[config.mk]
export PLATFORM = sky130hd
export DESIGN_NAME = smc_device_flat
export DESIGN_NICKNAME = d
export VERILOG_FILES = /design/src/design/smc_pkg.sv /design/src/design/smc_link_if.sv /design/src/design/smc_device.sv /design/src/design/smc_sync3.sv /design/src/flat_wrapper.sv
export VERILOG_INCLUDE_DIRS = /design/src /design/src/design
export SDC_FILE = /design/constraint.sdc
export NUM_CORES = 1
export LEC_CHECK = 0
export ABC_AREA = 1
export BUFFER_PORTS_ARGS = -buffer_cell sky130_fd_sc_hd__buf_2
export CAP_MARGIN = 20
export CORE_ASPECT_RATIO = 0.6
export CORE_UTILIZATION = 50
export CTS_BUF_LIST = sky130_fd_sc_hd__clkbuf_4 sky130_fd_sc_hd__clkbuf_8
export DETAILED_ROUTE_END_ITERATION = 6
export PLACE_DENSITY = 0.72
export SLEW_MARGIN = 15
export SYNTH_ARGS = -nofsm -noshare
export SYNTH_HDL_FRONTEND = slang
export SYNTH_SLANG_ARGS = --single-unit
[constraint.sdc]
create_clock -name pclk -period 2.5 [get_ports pclk]
set_clock_uncertainty 0.05 [all_clocks]
set_input_delay 0.25 -clock pclk [delete_from_list [all_inputs] [get_ports pclk]]
set_output_delay 0.25 -clock pclk [all_outputs]
set_load 0.1 [all_outputs]
[src/design/smc_consts.svh]
// constants shared by the sleep mode controller ends
`ifndef SMC_CONSTS_SVH
`define SMC_CONSTS_SVH
// ==========================================
// register map and fields
`define SMC_ADDR_CTRL 12'h000
`define SMC_ADDR_STATUS 12'h004
`define SMC_ADDR_WAKE 12'h008
`define SMC_ADDR_FUSE 12'h00C
`define SMC_BIT_SE 0
`define SMC_SM_LSB 1
`define SMC_SM_MSB 3
`define SMC_CTRL_RESET 8'h00
// ==========================================
// mode codes
`define SMC_M_IDLE 3'h0
`define SMC_M_ADCNR 3'h1
`define SMC_M_PDOWN 3'h2
`define SMC_M_PSAVE 3'h3
`define SMC_M_STBY 3'h6
`define SMC_M_XSTBY 3'h7
// ==========================================
// timing
`define SMC_STALL_CYC 4
`define SMC_STBY_WAKE_CYC 6
`define SMC_STARTUP_UNIT 16
// ==========================================
// clock gate vector bits
`define SMC_CK_CPU 0
`define SMC_CK_FLASH 1
`define SMC_CK_IO 2
`define SMC_CK_ADC 3
`define SMC_CK_ASY 4
`define SMC_CK_OSC 5
`define SMC_CK_TOSC 6
`define SMC_CK_PLL 7
// ==========================================
// wake source vector bits
`define SMC_W_EXT_LO 0
`define SMC_W_EXT_HI_LVL 1
`define SMC_W_PCINT 2
`define SMC_W_TWI_ADDR 3
`define SMC_W_TIMER 4
`define SMC_W_SPM_EE 5
`define SMC_W_ADC 6
`define SMC_W_WDT 7
`define SMC_W_OTHER_IO 8
`define SMC_W_USB_SYNC 9
`define SMC_W_USB_ASYNC 10
`define SMC_W_TWI_OTHER 11
`define SMC_W_EXT_HI_EDGE 12
`define SMC_NWAKE 13
`endif

[src/design/smc_pkg.sv]
// types shared by the sleep mode controller ends
package smc_pkg;
   // controller states, one-hot
   typedef enum logic [4:0] {
      SMC_RUN = 5'h01,
      SMC_SLEEP = 5'h02,
      SMC_START = 5'h04,
      SMC_STALL = 5'h08,
      SMC_RESUME = 5'h10
   } smc_state_t;
endpackage : smc_pkg

[src/design/smc_link_if.sv]
// link between processor core side and sleep controller
`timescale 1ns/1ps
interface smc_link_if;
   logic sleep_instr; // core executes sleep, one-cycle pulse
   logic ctrl_wr; // control register write strobe
   logic [7:0] ctrl_wdata; // control write data
   logic [7:0] ctrl_rdata; // control readback
   logic irq_pending; // enabled interrupt from interrupt system
   logic [12:0] wake_src; // raw wake sources
   logic sys_reset; // any system reset request
   logic adc_enabled; // adc enable from converter
   logic timer_async; // async timer uses external clock
   logic timer_running; // async timer enabled
   logic timer_irq_ok; // timer mask and global enable both set
   logic xtal_selected; // external crystal clock option
   logic [3:0] clock_source_fuses; // start-up delay setting
   logic core_halt; // core must not fetch
   logic [7:0] clk_run; // clock domain enables
   logic adc_start; // start conversion pulse
   logic wake_irq; // run handler then continue, pulse
   logic wake_reset; // restart at reset vector, pulse
   logic sleeping; // controller asleep
   logic hold_state; // register file and sram frozen
   modport dev (input sleep_instr, ctrl_wr, ctrl_wdata, irq_pending, wake_src, sys_reset, adc_enabled,
      timer_async, timer_running, timer_irq_ok, xtal_selected, clock_source_fuses,
      output ctrl_rdata, core_halt, clk_run, adc_start, wake_irq, wake_reset, sleeping, hold_state);
   modport core (output sleep_instr, ctrl_wr, ctrl_wdata, irq_pending, wake_src, sys_reset, adc_enabled,
      timer_async, timer_running, timer_irq_ok, xtal_selected, clock_source_fuses,
      input ctrl_rdata, core_halt, clk_run, adc_start, wake_irq, wake_reset, sleeping, hold_state);
endinterface : smc_link_if

[src/design/smc_device.sv]
// sleep mode controller, device end
`timescale 1ns/1ps
`include "smc_consts.svh"
module smc_device
   import smc_pkg::*;
(
   input wire logic pclk,
   input wire logic presetn,
   smc_link_if.dev link
);
   // ==========================================
   // declarations
   smc_state_t state_q; // controller state
   logic [7:0] ctrl_q; // sleep mode control register
   logic [2:0] mode_q; // mode latched at sleep entry
   logic [15:0] cnt_q; // start-up and stall counter
   logic [`SMC_NWAKE-1:0] wake_s; // synchronised wake sources
   logic [`SMC_NWAKE-1:0] allow; // sources allowed in mode
   logic wake_hit; // allowed source with enabled interrupt
   logic adc_start_q;
   logic wake_irq_q;
   logic wake_reset_q;
   logic [15:0] startup_cyc; // delay for latched mode

   // wake sources come from asynchronous logic
   smc_sync3 #(.W(`SMC_NWAKE)) u_sync (
      .pclk(pclk),
      .presetn(presetn),
      .din(link.wake_src),
      .dout(wake_s)
   );

   // ==========================================
   // mode decode helpers
   function automatic logic [`SMC_NWAKE-1:0] wake_mask(input logic [2:0] m, input logic tok);
      logic [`SMC_NWAKE-1:0] w;
      w = '0;
      case (m)
         `SMC_M_IDLE: w = '1; // everything may wake
         `SMC_M_ADCNR: begin
            w[`SMC_W_ADC] = 1'b1;
            w[`SMC_W_WDT] = 1'b1;
            w[`SMC_W_TWI_ADDR] = 1'b1;
            w[`SMC_W_TWI_OTHER] = 1'b1;
            w[`SMC_W_TIMER] = 1'b1;
            w[`SMC_W_SPM_EE] = 1'b1;
            w[`SMC_W_EXT_HI_LVL] = 1'b1;
            w[`SMC_W_PCINT] = 1'b1;
         end
         `SMC_M_PDOWN, `SMC_M_STBY, `SMC_M_PSAVE, `SMC_M_XSTBY: begin
            w[`SMC_W_WDT] = 1'b1;
            w[`SMC_W_TWI_ADDR] = 1'b1;
            w[`SMC_W_EXT_HI_LVL] = 1'b1;
            w[`SMC_W_EXT_LO] = 1'b1;
            w[`SMC_W_PCINT] = 1'b1;
            w[`SMC_W_USB_ASYNC] = 1'b1;
            // timer wakes power-save family only with its enables set
            w[`SMC_W_TIMER] = (m == `SMC_M_PSAVE || m == `SMC_M_XSTBY) && tok;
         end
         default: w = '0;
      endcase
      return w;
   endfunction : wake_mask

   function automatic logic valid_mode(input logic [2:0] m, input logic xtal);
      logic v;
      v = 1'b0;
      case (m)
         `SMC_M_IDLE, `SMC_M_ADCNR, `SMC_M_PDOWN, `SMC_M_PSAVE: v = 1'b1;
         `SMC_M_STBY, `SMC_M_XSTBY: v = xtal;
         default: v = 1'b0; // reserved codes do not sleep
      endcase
      return v;
   endfunction : valid_mode

   // clock domain enables for a mode while asleep
   function automatic logic [7:0] clk_mask(input logic [2:0] m, input logic tasy, input logic trun);
      logic [7:0] c;
      c = '0;
      case (m)
         `SMC_M_IDLE: begin
            c = '1;
            c[`SMC_CK_CPU] = 1'b0;
            c[`SMC_CK_FLASH] = 1'b0;
            c[`SMC_CK_TOSC] = tasy;
         end
         `SMC_M_ADCNR: begin
            c = '1;
            c[`SMC_CK_CPU] = 1'b0;
            c[`SMC_CK_FLASH] = 1'b0;
            c[`SMC_CK_IO] = 1'b0;
            c[`SMC_CK_TOSC] = tasy;
         end
         `SMC_M_PDOWN: c = '0;
         `SMC_M_PSAVE: begin
            c[`SMC_CK_ASY] = trun;
            c[`SMC_CK_TOSC] = trun && tasy;
            c[`SMC_CK_OSC] = trun && !tasy;
         end
         `SMC_M_STBY: c[`SMC_CK_OSC] = 1'b1;
         `SMC_M_XSTBY: begin
            c[`SMC_CK_OSC] = 1'b1;
            c[`SMC_CK_ASY] = trun && tasy;
            c[`SMC_CK_TOSC] = trun && tasy;
         end
         default: c = '1;
      endcase
      return c;
   endfunction : clk_mask

   assign allow = wake_mask(mode_q, link.timer_irq_ok);
   assign wake_hit = link.irq_pending && |(wake_s & allow);
   // start-up delay from fuses in power-down and power-save, standby modes fixed at six, others at one
   assign startup_cyc = (mode_q == `SMC_M_STBY || mode_q == `SMC_M_XSTBY) ? 16'(`SMC_STBY_WAKE_CYC)
      : (mode_q == `SMC_M_PDOWN || mode_q == `SMC_M_PSAVE)
      ? 16'(link.clock_source_fuses * `SMC_STARTUP_UNIT + 1) : 16'd1;

   // ==========================================
   // control register, never cleared by hardware
   always_ff @(posedge pclk or negedge presetn) begin
      if (!presetn) begin
         ctrl_q <= `SMC_CTRL_RESET;
      end else if (link.ctrl_wr) begin
         ctrl_q <= link.ctrl_wdata;
      end
   end

   // ==========================================
   // sleep sequencer
   always_ff @(posedge pclk or negedge presetn) begin
      if (!presetn) begin
         state_q <= SMC_RUN;
         mode_q <= `SMC_M_IDLE;
         cnt_q <= '0;
      end else if (link.sys_reset) begin
         state_q <= SMC_RUN;
         cnt_q <= '0;
      end else begin
         case (state_q)
            SMC_RUN: begin
               if (link.sleep_instr && ctrl_q[`SMC_BIT_SE]
                  && valid_mode(ctrl_q[`SMC_SM_MSB:`SMC_SM_LSB], link.xtal_selected)) begin
                  state_q <= SMC_SLEEP;
                  mode_q <= ctrl_q[`SMC_SM_MSB:`SMC_SM_LSB];
               end
            end
            SMC_SLEEP: begin
               if (wake_hit) begin
                  state_q <= SMC_START;
                  cnt_q <= startup_cyc;
               end
            end
            SMC_START: begin // oscillator restart time
               if (cnt_q <= 16'd1) begin
                  state_q <= SMC_STALL;
                  cnt_q <= 16'(`SMC_STALL_CYC);
               end else begin
                  cnt_q <= cnt_q - 16'd1;
               end
            end
            SMC_STALL: begin // extra halted cycles
               if (cnt_q <= 16'd1) begin
                  state_q <= SMC_RESUME;
               end else begin
                  cnt_q <= cnt_q - 16'd1;
               end
            end
            SMC_RESUME: state_q <= SMC_RUN;
            default: state_q <= SMC_RUN;
         endcase
      end
   end

   // ==========================================
   // event pulses
   always_ff @(posedge pclk or negedge presetn) begin
      if (!presetn) begin
         adc_start_q <= 1'b0;
         wake_irq_q <= 1'b0;
         wake_reset_q <= 1'b0;
      end else begin
         adc_start_q <= state_q == SMC_RUN && link.sleep_instr && ctrl_q[`SMC_BIT_SE] && link.adc_enabled
            && (ctrl_q[`SMC_SM_MSB:`SMC_SM_LSB] == `SMC_M_IDLE
            || ctrl_q[`SMC_SM_MSB:`SMC_SM_LSB] == `SMC_M_ADCNR);
         wake_irq_q <= state_q == SMC_RESUME && !link.sys_reset;
         wake_reset_q <= state_q != SMC_RUN && link.sys_reset;
      end
   end

   // ==========================================
   // outputs
   assign link.ctrl_rdata = ctrl_q;
   assign link.adc_start = adc_start_q;
   assign link.wake_irq = wake_irq_q;
   assign link.wake_reset = wake_reset_q;
   assign link.sleeping = state_q == SMC_SLEEP;
   assign link.core_halt = state_q != SMC_RUN;
   assign link.hold_state = state_q != SMC_RUN;
   assign link.clk_run = (state_q == SMC_RUN) ? 8'hFF
      : (state_q == SMC_SLEEP) ? clk_mask(mode_q, link.timer_async, link.timer_running)
      : 8'hFF;
endmodule : smc_device

[src/design/smc_sync3.sv]
// three-stage synchroniser, change taken when stages two and three agree
`timescale 1ns/1ps
module smc_sync3 #(
   parameter int W = 1
) (
   input wire logic pclk,
   input wire logic presetn,
   input wire logic [W-1:0] din,
   output logic [W-1:0] dout
);
   logic [W-1:0] s1_q; // first stage, read only by s2
   logic [W-1:0] s2_q;
   logic [W-1:0] s3_q;
   // ==========================================
   // shift chain
   always_ff @(posedge pclk or negedge presetn) begin
      if (!presetn) begin
         s1_q <= '0;
         s2_q <= '0;
         s3_q <= '0;
      end else begin
         s1_q <= din;
         s2_q <= s1_q;
         s3_q <= s2_q;
      end
   end
   // ==========================================
   // agreement filter per bit
   always_ff @(posedge pclk or negedge presetn) begin
      if (!presetn) begin
         dout <= '0;
      end else begin
         for (int i = 0; i < W; i++) begin
            if (s2_q[i] == s3_q[i]) begin
               dout[i] <= s3_q[i];
            end
         end
      end
   end
endmodule : smc_sync3
[src/flat_wrapper.sv]
// flat-port wrapper written by rule: the top's interface ports become plain ports
module smc_device_flat import smc_pkg::*;
  (pclk, presetn, link_sleep_instr, link_ctrl_wr, link_ctrl_wdata, link_irq_pending, link_wake_src, link_sys_reset, link_adc_enabled, link_timer_async, link_timer_running, link_timer_irq_ok, link_xtal_selected, link_clock_source_fuses, link_ctrl_rdata, link_core_halt, link_clk_run, link_adc_start, link_wake_irq, link_wake_reset, link_sleeping, link_hold_state);
  smc_link_if link_i ();
  input wire logic pclk;
  input wire logic presetn;
  input wire logic [$bits(link_i.sleep_instr)-1:0] link_sleep_instr;
  input wire logic [$bits(link_i.ctrl_wr)-1:0] link_ctrl_wr;
  input wire logic [$bits(link_i.ctrl_wdata)-1:0] link_ctrl_wdata;
  input wire logic [$bits(link_i.irq_pending)-1:0] link_irq_pending;
  input wire logic [$bits(link_i.wake_src)-1:0] link_wake_src;
  input wire logic [$bits(link_i.sys_reset)-1:0] link_sys_reset;
  input wire logic [$bits(link_i.adc_enabled)-1:0] link_adc_enabled;
  input wire logic [$bits(link_i.timer_async)-1:0] link_timer_async;
  input wire logic [$bits(link_i.timer_running)-1:0] link_timer_running;
  input wire logic [$bits(link_i.timer_irq_ok)-1:0] link_timer_irq_ok;
  input wire logic [$bits(link_i.xtal_selected)-1:0] link_xtal_selected;
  input wire logic [$bits(link_i.clock_source_fuses)-1:0] link_clock_source_fuses;
  output wire logic [$bits(link_i.ctrl_rdata)-1:0] link_ctrl_rdata;
  output wire logic [$bits(link_i.core_halt)-1:0] link_core_halt;
  output wire logic [$bits(link_i.clk_run)-1:0] link_clk_run;
  output wire logic [$bits(link_i.adc_start)-1:0] link_adc_start;
  output wire logic [$bits(link_i.wake_irq)-1:0] link_wake_irq;
  output wire logic [$bits(link_i.wake_reset)-1:0] link_wake_reset;
  output wire logic [$bits(link_i.sleeping)-1:0] link_sleeping;
  output wire logic [$bits(link_i.hold_state)-1:0] link_hold_state;
  assign link_i.sleep_instr = link_sleep_instr;
  assign link_i.ctrl_wr = link_ctrl_wr;
  assign link_i.ctrl_wdata = link_ctrl_wdata;
  assign link_i.irq_pending = link_irq_pending;
  assign link_i.wake_src = link_wake_src;
  assign link_i.sys_reset = link_sys_reset;
  assign link_i.adc_enabled = link_adc_enabled;
  assign link_i.timer_async = link_timer_async;
  assign link_i.timer_running = link_timer_running;
  assign link_i.timer_irq_ok = link_timer_irq_ok;
  assign link_i.xtal_selected = link_xtal_selected;
  assign link_i.clock_source_fuses = link_clock_source_fuses;
  assign link_ctrl_rdata = link_i.ctrl_rdata;
  assign link_core_halt = link_i.core_halt;
  assign link_clk_run = link_i.clk_run;
  assign link_adc_start = link_i.adc_start;
  assign link_wake_irq = link_i.wake_irq;
  assign link_wake_reset = link_i.wake_reset;
  assign link_sleeping = link_i.sleeping;
  assign link_hold_state = link_i.hold_state;
  smc_device u_core (.pclk(pclk), .presetn(presetn), .link(link_i));
endmodule
==> results of run 1 <==
[kinds of logic (layout without fill, tap and decap cells)]
family                     count (synthesis)  after routing  share of synthesized area, %
xor gates and xnor gates                  10             10                         2.420
muxes                                      5              5                         1.555
and+or+nand+nor                          167            167                         20.05
buffers and inverters                     39            120                         4.804
DFF                                       87             87                         60.18
adders and majority gates                 15             15                         4.286
AOI/OAI and AO/OA                         39             39                         6.706
[synthesized netlist by cell type, drive strengths merged (3+ instances only)]
library cell / count / area share [%]
a21oi: 7 / 0.97
buf: 5 / 1.3
dfrtp: 86 / 59
inv: 31 / 3.2
maj3: 13 / 3.6
mux2: 5 / 1.6
nand2: 85 / 9.2
nand3: 23 / 3.2
nand4: 11 / 1.9
nor2: 41 / 4.7
nor3: 4 / 0.55
o21ai: 28 / 4.8
xnor2: 3 / 0.73
xor2: 7 / 1.7
[stage by stage]
stage | utilization [%] | worst slack [ns] | total power, mW | cell area [um^2] | std cells
floorplan | - | 0.05922 | 2.154 | 3641 | 362
global placement | 58.70 | 0.6444 | 2.321 | 4004 | 500
detailed placement | 58.70 | 0.6209 | 2.342 | 4004 | 500
CTS | 63.38 | 0.1999 | 3.257 | 4323 | 530
global route | 63.38 | 0.07831 | 3.401 | 4323 | 530
finish | 63.38 | 0.1997 | 3.235 | 4323 | 530
[cells in the final DEF (no fill, tap or decap), types with 3 or more instances in the layout]
| cell type | Yosys | routed |
|---|---|---|
| dfrtp_1 | 86 | 86 |
| nand2_1 | 82 | 81 |
| buf_2 | 1 | 56 |
| nor2_1 | 37 | 37 |
| inv_1 | 27 | 27 |
| nand3_1 | 23 | 22 |
| o21ai_0 | 17 | 17 |
| dlygate4sd3_1 | 0 | 14 |
| maj3_1 | 13 | 13 |
| nand4_1 | 11 | 11 |
| o21ai_2 | 9 | 9 |
| clkbuf_8 | 0 | 9 |
| xor2_1 | 7 | 7 |
| a21oi_1 | 7 | 7 |
| mux2_2 | 5 | 5 |
| inv_2 | 4 | 4 |
| nor3_1 | 4 | 4 |
| nor2_2 | 3 | 3 |
| xnor2_1 | 3 | 3 |
| inv_6 | 0 | 3 |
[layer usage]
| layer | track usage (%) | up-vias | routed length (um) |
|---|---|---|---|
| li1 | - | 1328 | - |
| met1 | 30.69 | 1254 | 3627 |
| met2 | 33.07 | 90 | 3137 |
| met3 | 6.643 | 9 | 556 |
| met4 | 7.095 | 0 | 71 |
| met5 | 0 | - | 0 |
[report_power, final]
| group | switching [mW] | internal, mW | total [mW] |
|---|---|---|---|
| registers | 0.0779 | 1.51 | 1.58 |
| clock network | 0.522 | 0.371 | 0.893 |
| logic | 0.537 | 0.222 | 0.759 |
| total | 1.14 | 2.10 | 3.24 |
[sequential cells by signal, indices dropped and copies added (netlist names)]
name                    count
u_core.cnt_q               16
u_core.link.adc_start       1
u_core.link.ctrl_rdata      8
u_core.link.wake_irq        1
u_core.link.wake_reset      1
u_core.mode_q               3
u_core.state_q              5
u_core.u_sync.dout         13
u_core.u_sync.s1_q         13
u_core.u_sync.s2_q         13
u_core.u_sync.s3_q         13
[worst max-delay path: stages (launching register included)]
cell      delay (ns)
dfrtp_1         0.40
nor2_1          0.23
nand4_1         0.20
clkinv_2        0.18
nand2_4         0.06
or2_2           0.26
buf_2           0.29
[what timing repair did]
item / CTS / global route
hold endpoints to repair: 58 / 0
setup buffers: 0 / 0
hold buffers: 14 / 0
endpoints found under the setup margin: 0 / 0
[how the worst max path moves through the flow]
stage	end	from	cells past startpoint	slack (ns)
finish	link_clk_run[2]	u_core.state_q[3]$_DFFE_PN0P_	6	0.20
global placement	link_clk_run[2]	u_core.state_q[3]$_DFFE_PN0P_	6	0.64
global route	link_clk_run[2]	u_core.state_q[3]$_DFFE_PN0P_	6	0.08
detailed placement	link_clk_run[2]	u_core.state_q[3]$_DFFE_PN0P_	6	0.62
CTS	link_clk_run[2]	u_core.state_q[3]$_DFFE_PN0P_	6	0.20
floorplan	link_hold_state	u_core.state_q[3]$_DFFE_PN0P_	3	0.06
[cell type report]
| class | count | area, um^2 |
|---|---|---|
| Clock buffer | 9 | 123.9 |
| Clock inverter | 7 | 55.05 |
| Fill cell | 562 | 2497 |
| Inverter | 32 | 121.4 |
| Multi-Input combinational cell | 236 | 1287 |
| Sequential cell | 87 | 2178 |
| Tap cell | 87 | 108.9 |
| Timing Repair Buffer | 72 | 447.9 |
==> flow_summary.json, run 1 <==
{
  "post-dp-hpwl_um": 5344,
  "numPortBuffers": 57,
  "grt_pass1_vias": 2615,
  "maximum_number_of_pins_on_one_net_before_global_route_repair": 47,
  "cellPowerDensity_nw_per_um2": 748.5,
  "yosys.cell_types.count": 33,
  "core_footprint_um2": 6820,
  "critical_path.reg2reg.startpoint": "u_core.cnt_q[0]$_DFFE_PN0P_",
  "via_count": 2681,
  "irDropWorstVdd_mv": 0.5661,
  "drt-initial-drc-count": 195,
  "gp_congestion": 0.9096,
  "cts_buffers": 9,
  "syn_area_um2": 3620,
  "synthFlopType": "dfrtp_1",
  "tritoncts": "done",
  "design.portCount": 58,
  "viasPerCell": 5.058,
  "clock-root-buffer": "clkbuf_8",
  "first_pass_iters": 6,
  "grt_setup_unrepaired": "no",
  "fin_nets": 476,
  "max-cap-violations": 0,
  "yosys_register_bits": 87,
  "fmaxAchievable_mhz": 434.7,
  "final.setup.tns_ns": 0,
  "failing_checks": "design-rule violations",
  "clock_path_buffers": 2,
  "static-leakage-power_nw": 2.119,
  "die_y_um": 67.91,
  "number_of_pins_with_negative_max_slew_slack_in_the_final_report": 0,
  "globalRouteOverflowTotal": 0,
  "worst_setup_hold_path_clk_slew_ns": 0.09,
  "min-delay-start": "link_ctrl_wdata[3]",
  "routed_wire_length_per_instance_um": 13.95,
  "timing.slew.headroom_pct": 61.91,
  "syn-num-nets": 400,
  "clock-sinks": 87,
  "timing_worst_setup_path_type": "flop to output pin",
  "timing_hold_violations_final": 0,
  "timing.critical_path.from_type": "flop",
  "worst_ep_required_time_ns": 2.20,
  "syn_area_per_cell_um2": 9.999,
  "cp.arrival_ns": 2.00,
  "rr_worst_depth": 10,
  "total_die_area_um2": 7595,
  "critical_path.reg2reg.endpoint": "u_core.cnt_q[3]$_DFFE_PN0P_",
  "antenna_violations_before_repair": 0,
  "grt_use_total_pct": 21.94,
  "diodes_inserted": 0,
  "std_cell_rows": 23,
  "period_share_pct": 92.01,
  "worst_skew_pair.late_latency_ns": 0.36,
  "drive_above_1_share_pct": 23.70,
  "outcome": "finished, violations left",
  "reg2reg_slack_ns": 0.53,
  "final.hold.worst_slack_ns": 0.05407,
  "setup_viol": 0,
  "post_layout_minimum_cycle_time_ns": 2.300,
  "endpoint_kind": "output pin",
  "dieWidth_um": 111.8,
  "detail-route-antenna-nets": 0,
  "cts_resized": 0,
  "path_max_fanout": 8,
  "drt-total-wl_um": 7392,
  "synthesis.instances": 362,
  "ys_warn_count": 0,
  "synth_sequential_area_ratio_pct": 60.18,
  "hold_depth": 3,
  "post-route-drc-count": 1,
  "tightest_slew_ns": 0.5713,
  "synth_edf_count": 0,
  "timing.hold.worst.class": "primary input to flop",
  "cts_htree_levels": 3,
  "async_flop_share_pct": 100.0,
  "syn2layout_area_growth_pct": 19.43,
  "hold_end": "u_core.link.ctrl_rdata[3]$_DFFE_PN0P_",
  "first_pass_grt_wire_length_um": 12410,
  "effective_utilization_at_floorplan_pct": 53.07
}
No activity file was read; power rests on OpenSTA's default activity.
==> run 2: changes to the inputs <==
- ABC_AREA: 1 -> default
==> run 2 against run 1 <==
Effect of this change: register-to-register slack got worse by 0.36 ns; design area about the same; maximum frequency fell by 4.5%; critical path type unchanged; the run now ends clean; power rose by 2.6%; final cell count shrank 12%; first-iteration DRC count increased by 2.1%; sequential power about the same; synthesized area decreased by 3.6%; core utilization grew 1.1 points; clock-buffer cell count stayed put.
==> flow_summary.json, run 2 <==
{
  "outcome": "finished clean",
  "cellPowerDensity_nw_per_um2": 767.1,
  "gr-usage-met3_pct": 6.556,
  "globalRouteOverflowTotal": 0,
  "cp.arrival_ns": 2.11,
  "viasPerCell": 5.249,
  "first_pass_iters": 4,
  "grt_setup_unrepaired": "no",
  "timing.hold.worst.class": "primary input to flop",
  "irDropWorstVdd_mv": 0.5492,
  "syn2layout_area_growth_pct": 23.91,
  "antenna_violations_before_repair": 0,
  "post-synth-top-count-cell": "dfrtp_1",
  "cts_htree_levels": 3,
  "drt-total-wl_um": 7185,
  "grt_util_met2_pct": 30.78,
  "clock-sinks": 87,
  "final_cell_mix": "dfrtp_1, buf_2, o21ai_0",
  "worst_setup_path_startpoint": "u_core.state_q[3]$_DFFE_PN0P_",
  "syn_area_per_cell_um2": 12.04,
  "final-instance-count-excl-fill": 466,
  "diodes_inserted": 0,
  "maximum_number_of_pins_on_one_net_before_global_route_repair": 58,
  "post_layout_minimum_cycle_time_ns": 2.408,
  "gp_congestion": 0.8921,
  "clock_path_buffers": 2,
  "mostFrequentLayoutCell": "dfrtp_1",
  "share_seq_of_total_power_pct": 48.5,
  "clock-root-buffer": "clkbuf_8",
  "grt.met1_usage_pct": 34.91,
  "total_die_area_um2": 7331,
  "static-leakage-power_nw": 1.988,
  "worst_setup_hold_path_clk_slew_ns": 0.08,
  "critical_path.reg2reg.startpoint": "u_core.cnt_q[10]$_DFFE_PN0P_",
  "std_cell_rows": 23,
  "timing.critical_path.from_type": "flop",
  "share_comb_of_total_power_pct": 21.0,
  "fmaxAchievable_mhz": 415.2,
  "synth_sequential_area_ratio_pct": 62.40,
  "critical_path.reg2reg.endpoint": "u_core.state_q[3]$_DFFE_PN0P_",
  "numPortBuffers": 57,
  "post-route-drc-count": 0,
  "design.portCount": 58,
  "timing_hold_violations_final": 0,
  "die_y_um": 66.73,
  "synth_top_cell_area_share_pct": 61.65,
  "worst_ep_required_time_ns": 2.20,
  "fin_nets": 413,
  "reg_with_most_ffs": "u_core.cnt_q",
  "routed_wire_length_per_instance_um": 15.42,
  "commonest_cells_in_the_synthesized_netlist": "dfrtp_1, o21ai_0, nand2_1",
  "busiest_layer": "met1",
  "power.net_switching_mw": 0.9971,
  "grt_pass1_vias": 2351,
  "grt_use_total_pct": 22.92,
  "tritoncts": "done",
  "tightest_slew_ns": 0.5141,
  "syn_area_um2": 3491,
  "timing_worst_setup_path_type": "flop to output pin",
  "netlist_top_cells_area": "dfrtp_1, maj3_1, mux2_2",
  "largest_reg_flops": 16,
  "placed_cells_incl_taps": 437,
  "synthesis.instances": 290,
  "period_share_pct": 96.33,
  "synthFlopType": "dfrtp_1",
  "effective_utilization_at_floorplan_pct": 52.06,
  "timing.slew.headroom_pct": 65.66,
  "yosys.cell_types.count": 54,
  "reg2reg_slack_ns": 0.17,
  "cts_buffers": 9,
  "path_max_fanout": 7,
  "worst_setup_path_endpoint": "link_clk_run[5]",
  "worst_skew_pair.late_latency_ns": 0.35,
  "number_of_pins_with_negative_max_slew_slack_in_the_final_report": 0,
  "drive_above_1_share_pct": 29.82,
  "setup_viol": 0,
  "async_flop_share_pct": 100.0,
  "ys_warn_count": 0,
  "clkPwrFrac_pct": 30.5,
  "endpoint_kind": "output pin",
  "synth_edf_count": 0,
  "post-dp-hpwl_um": 5237,
  "rr_worst_depth": 6,
  "core_footprint_um2": 6705,
  "final.setup.tns_ns": 0,
  "dieWidth_um": 109.9,
  "internal_power_mw": 2.321,
  "yosys_register_bits": 87,
  "drt-initial-drc-count": 199,
  "swShare_pct": 30.05,
  "detail-route-antenna-nets": 0,
  "first_pass_grt_wire_length_um": 11960,
  "max-cap-violations": 0,
  "via_count": 2446,
  "syn-num-nets": 328,
  "cell_type_contributing_the_most_total_cell_area_after_synthesis": "dfrtp_1"
}
run 2: power groups by stage:
| stage | Sequential (mW) | Combinational (mW) | Clock [mW] |
|---|---|---|---|
| 2_1_floorplan | 1.70 | 0.375 | 0 |
| 3_3_place_gp | 1.63 | 0.663 | 0 |
| 3_5_place_dp | 1.63 | 0.678 | 0 |
| 4_1_cts | 1.61 | 0.698 | 1.04 |
| 5_1_grt | 1.62 | 0.770 | 1.10 |
| 6_report | 1.61 | 0.697 | 1.01 |
run 2: per-stage QoR:
| stage | instance area (um^2) | setup slack (ns) | utilization, % | hold WS [ns] | power (mW) |
|---|---|---|---|---|---|
| 2_1_floorplan | 3506 | 0.005284 | - | -0.09559 | 2.078 |
| 3_3_place_gp | 3953 | 0.2606 | 58.95 | 0.1674 | 2.291 |
| 3_5_place_dp | 3953 | 0.1258 | 58.95 | 0.1645 | 2.312 |
| 4_1_cts | 4305 | 0.03789 | 64.21 | 0.06976 | 3.346 |
| 5_1_grt | 4325 | 0.01280 | 64.51 | 0.06931 | 3.495 |
| 6_report | 4325 | 0.09165 | 64.51 | 0.08260 | 3.318 |
run 2: metal layers:
metal | wire [um] | share of wire (%)
met5 | 0 | 0
met4 | 82 | 1.1
met1 | 3749 | 52
met3 | 431 | 6.0
met2 | 2922 | 41
run 2: cell type report:
class	count	area, um^2
Sequential cell	87	2178
Multi-Input combinational cell	184	1254
Inverter	9	33.78
Fill cell	502	2380
Timing Repair Buffer	84	540.5
Clock buffer	9	123.9
Tap cell	87	108.9
Clock inverter	6	86.33
run 2: logic make-up after synthesis:
| family | count (synthesis) | share of synthesized area, % |
|---|---|---|
| buffers and inverters | 19 | 2.580 |
| xor gates and xnor gates | 1 | 0.2509 |
| muxes | 12 | 3.978 |
| and+or+nand+nor | 95 | 14.80 |
| adders and majority gates | 15 | 4.444 |
| AOI/OAI and AO/OA | 61 | 11.54 |
| DFF | 87 | 62.40 |
run 2: worst max-delay path, stage by stage, from the launching register on:
cell	delay, ns
dfrtp_1	0.48
nor2_4	0.19
and3_1	0.27
nand2_4	0.07
or3_2	0.45
clkbuf_4	0.29
run 2: worst min path at each step:
stage | start | to | slack, ns | cells after the start
2_1_floorplan | presetn | u_core.cnt_q[0]$_DFFE_PN0P_ | -0.1 | 0
3_3_place_gp | presetn | u_core.cnt_q[15]$_DFFE_PN0P_ | 0.17 | 1
3_5_place_dp | presetn | u_core.cnt_q[15]$_DFFE_PN0P_ | 0.16 | 1
4_1_cts | link_ctrl_wdata[1] | u_core.link.ctrl_rdata[1]$_DFFE_PN0P_ | 0.07 | 2
5_1_grt | link_ctrl_wdata[4] | u_core.link.ctrl_rdata[4]$_DFFE_PN0P_ | 0.07 | 2
6_report | link_ctrl_wdata[4] | u_core.link.ctrl_rdata[4]$_DFFE_PN0P_ | 0.08 | 2
run 2: repair_timing:
action                                  in CTS  in global routing
pin swaps                                    0                  0
buffers inserted                             0                  0
resized for setup                            1                  4
hold buffers                                14                  0
endpoints found under the hold margin       42                  0
endpoints found under the setup margin       1                 11
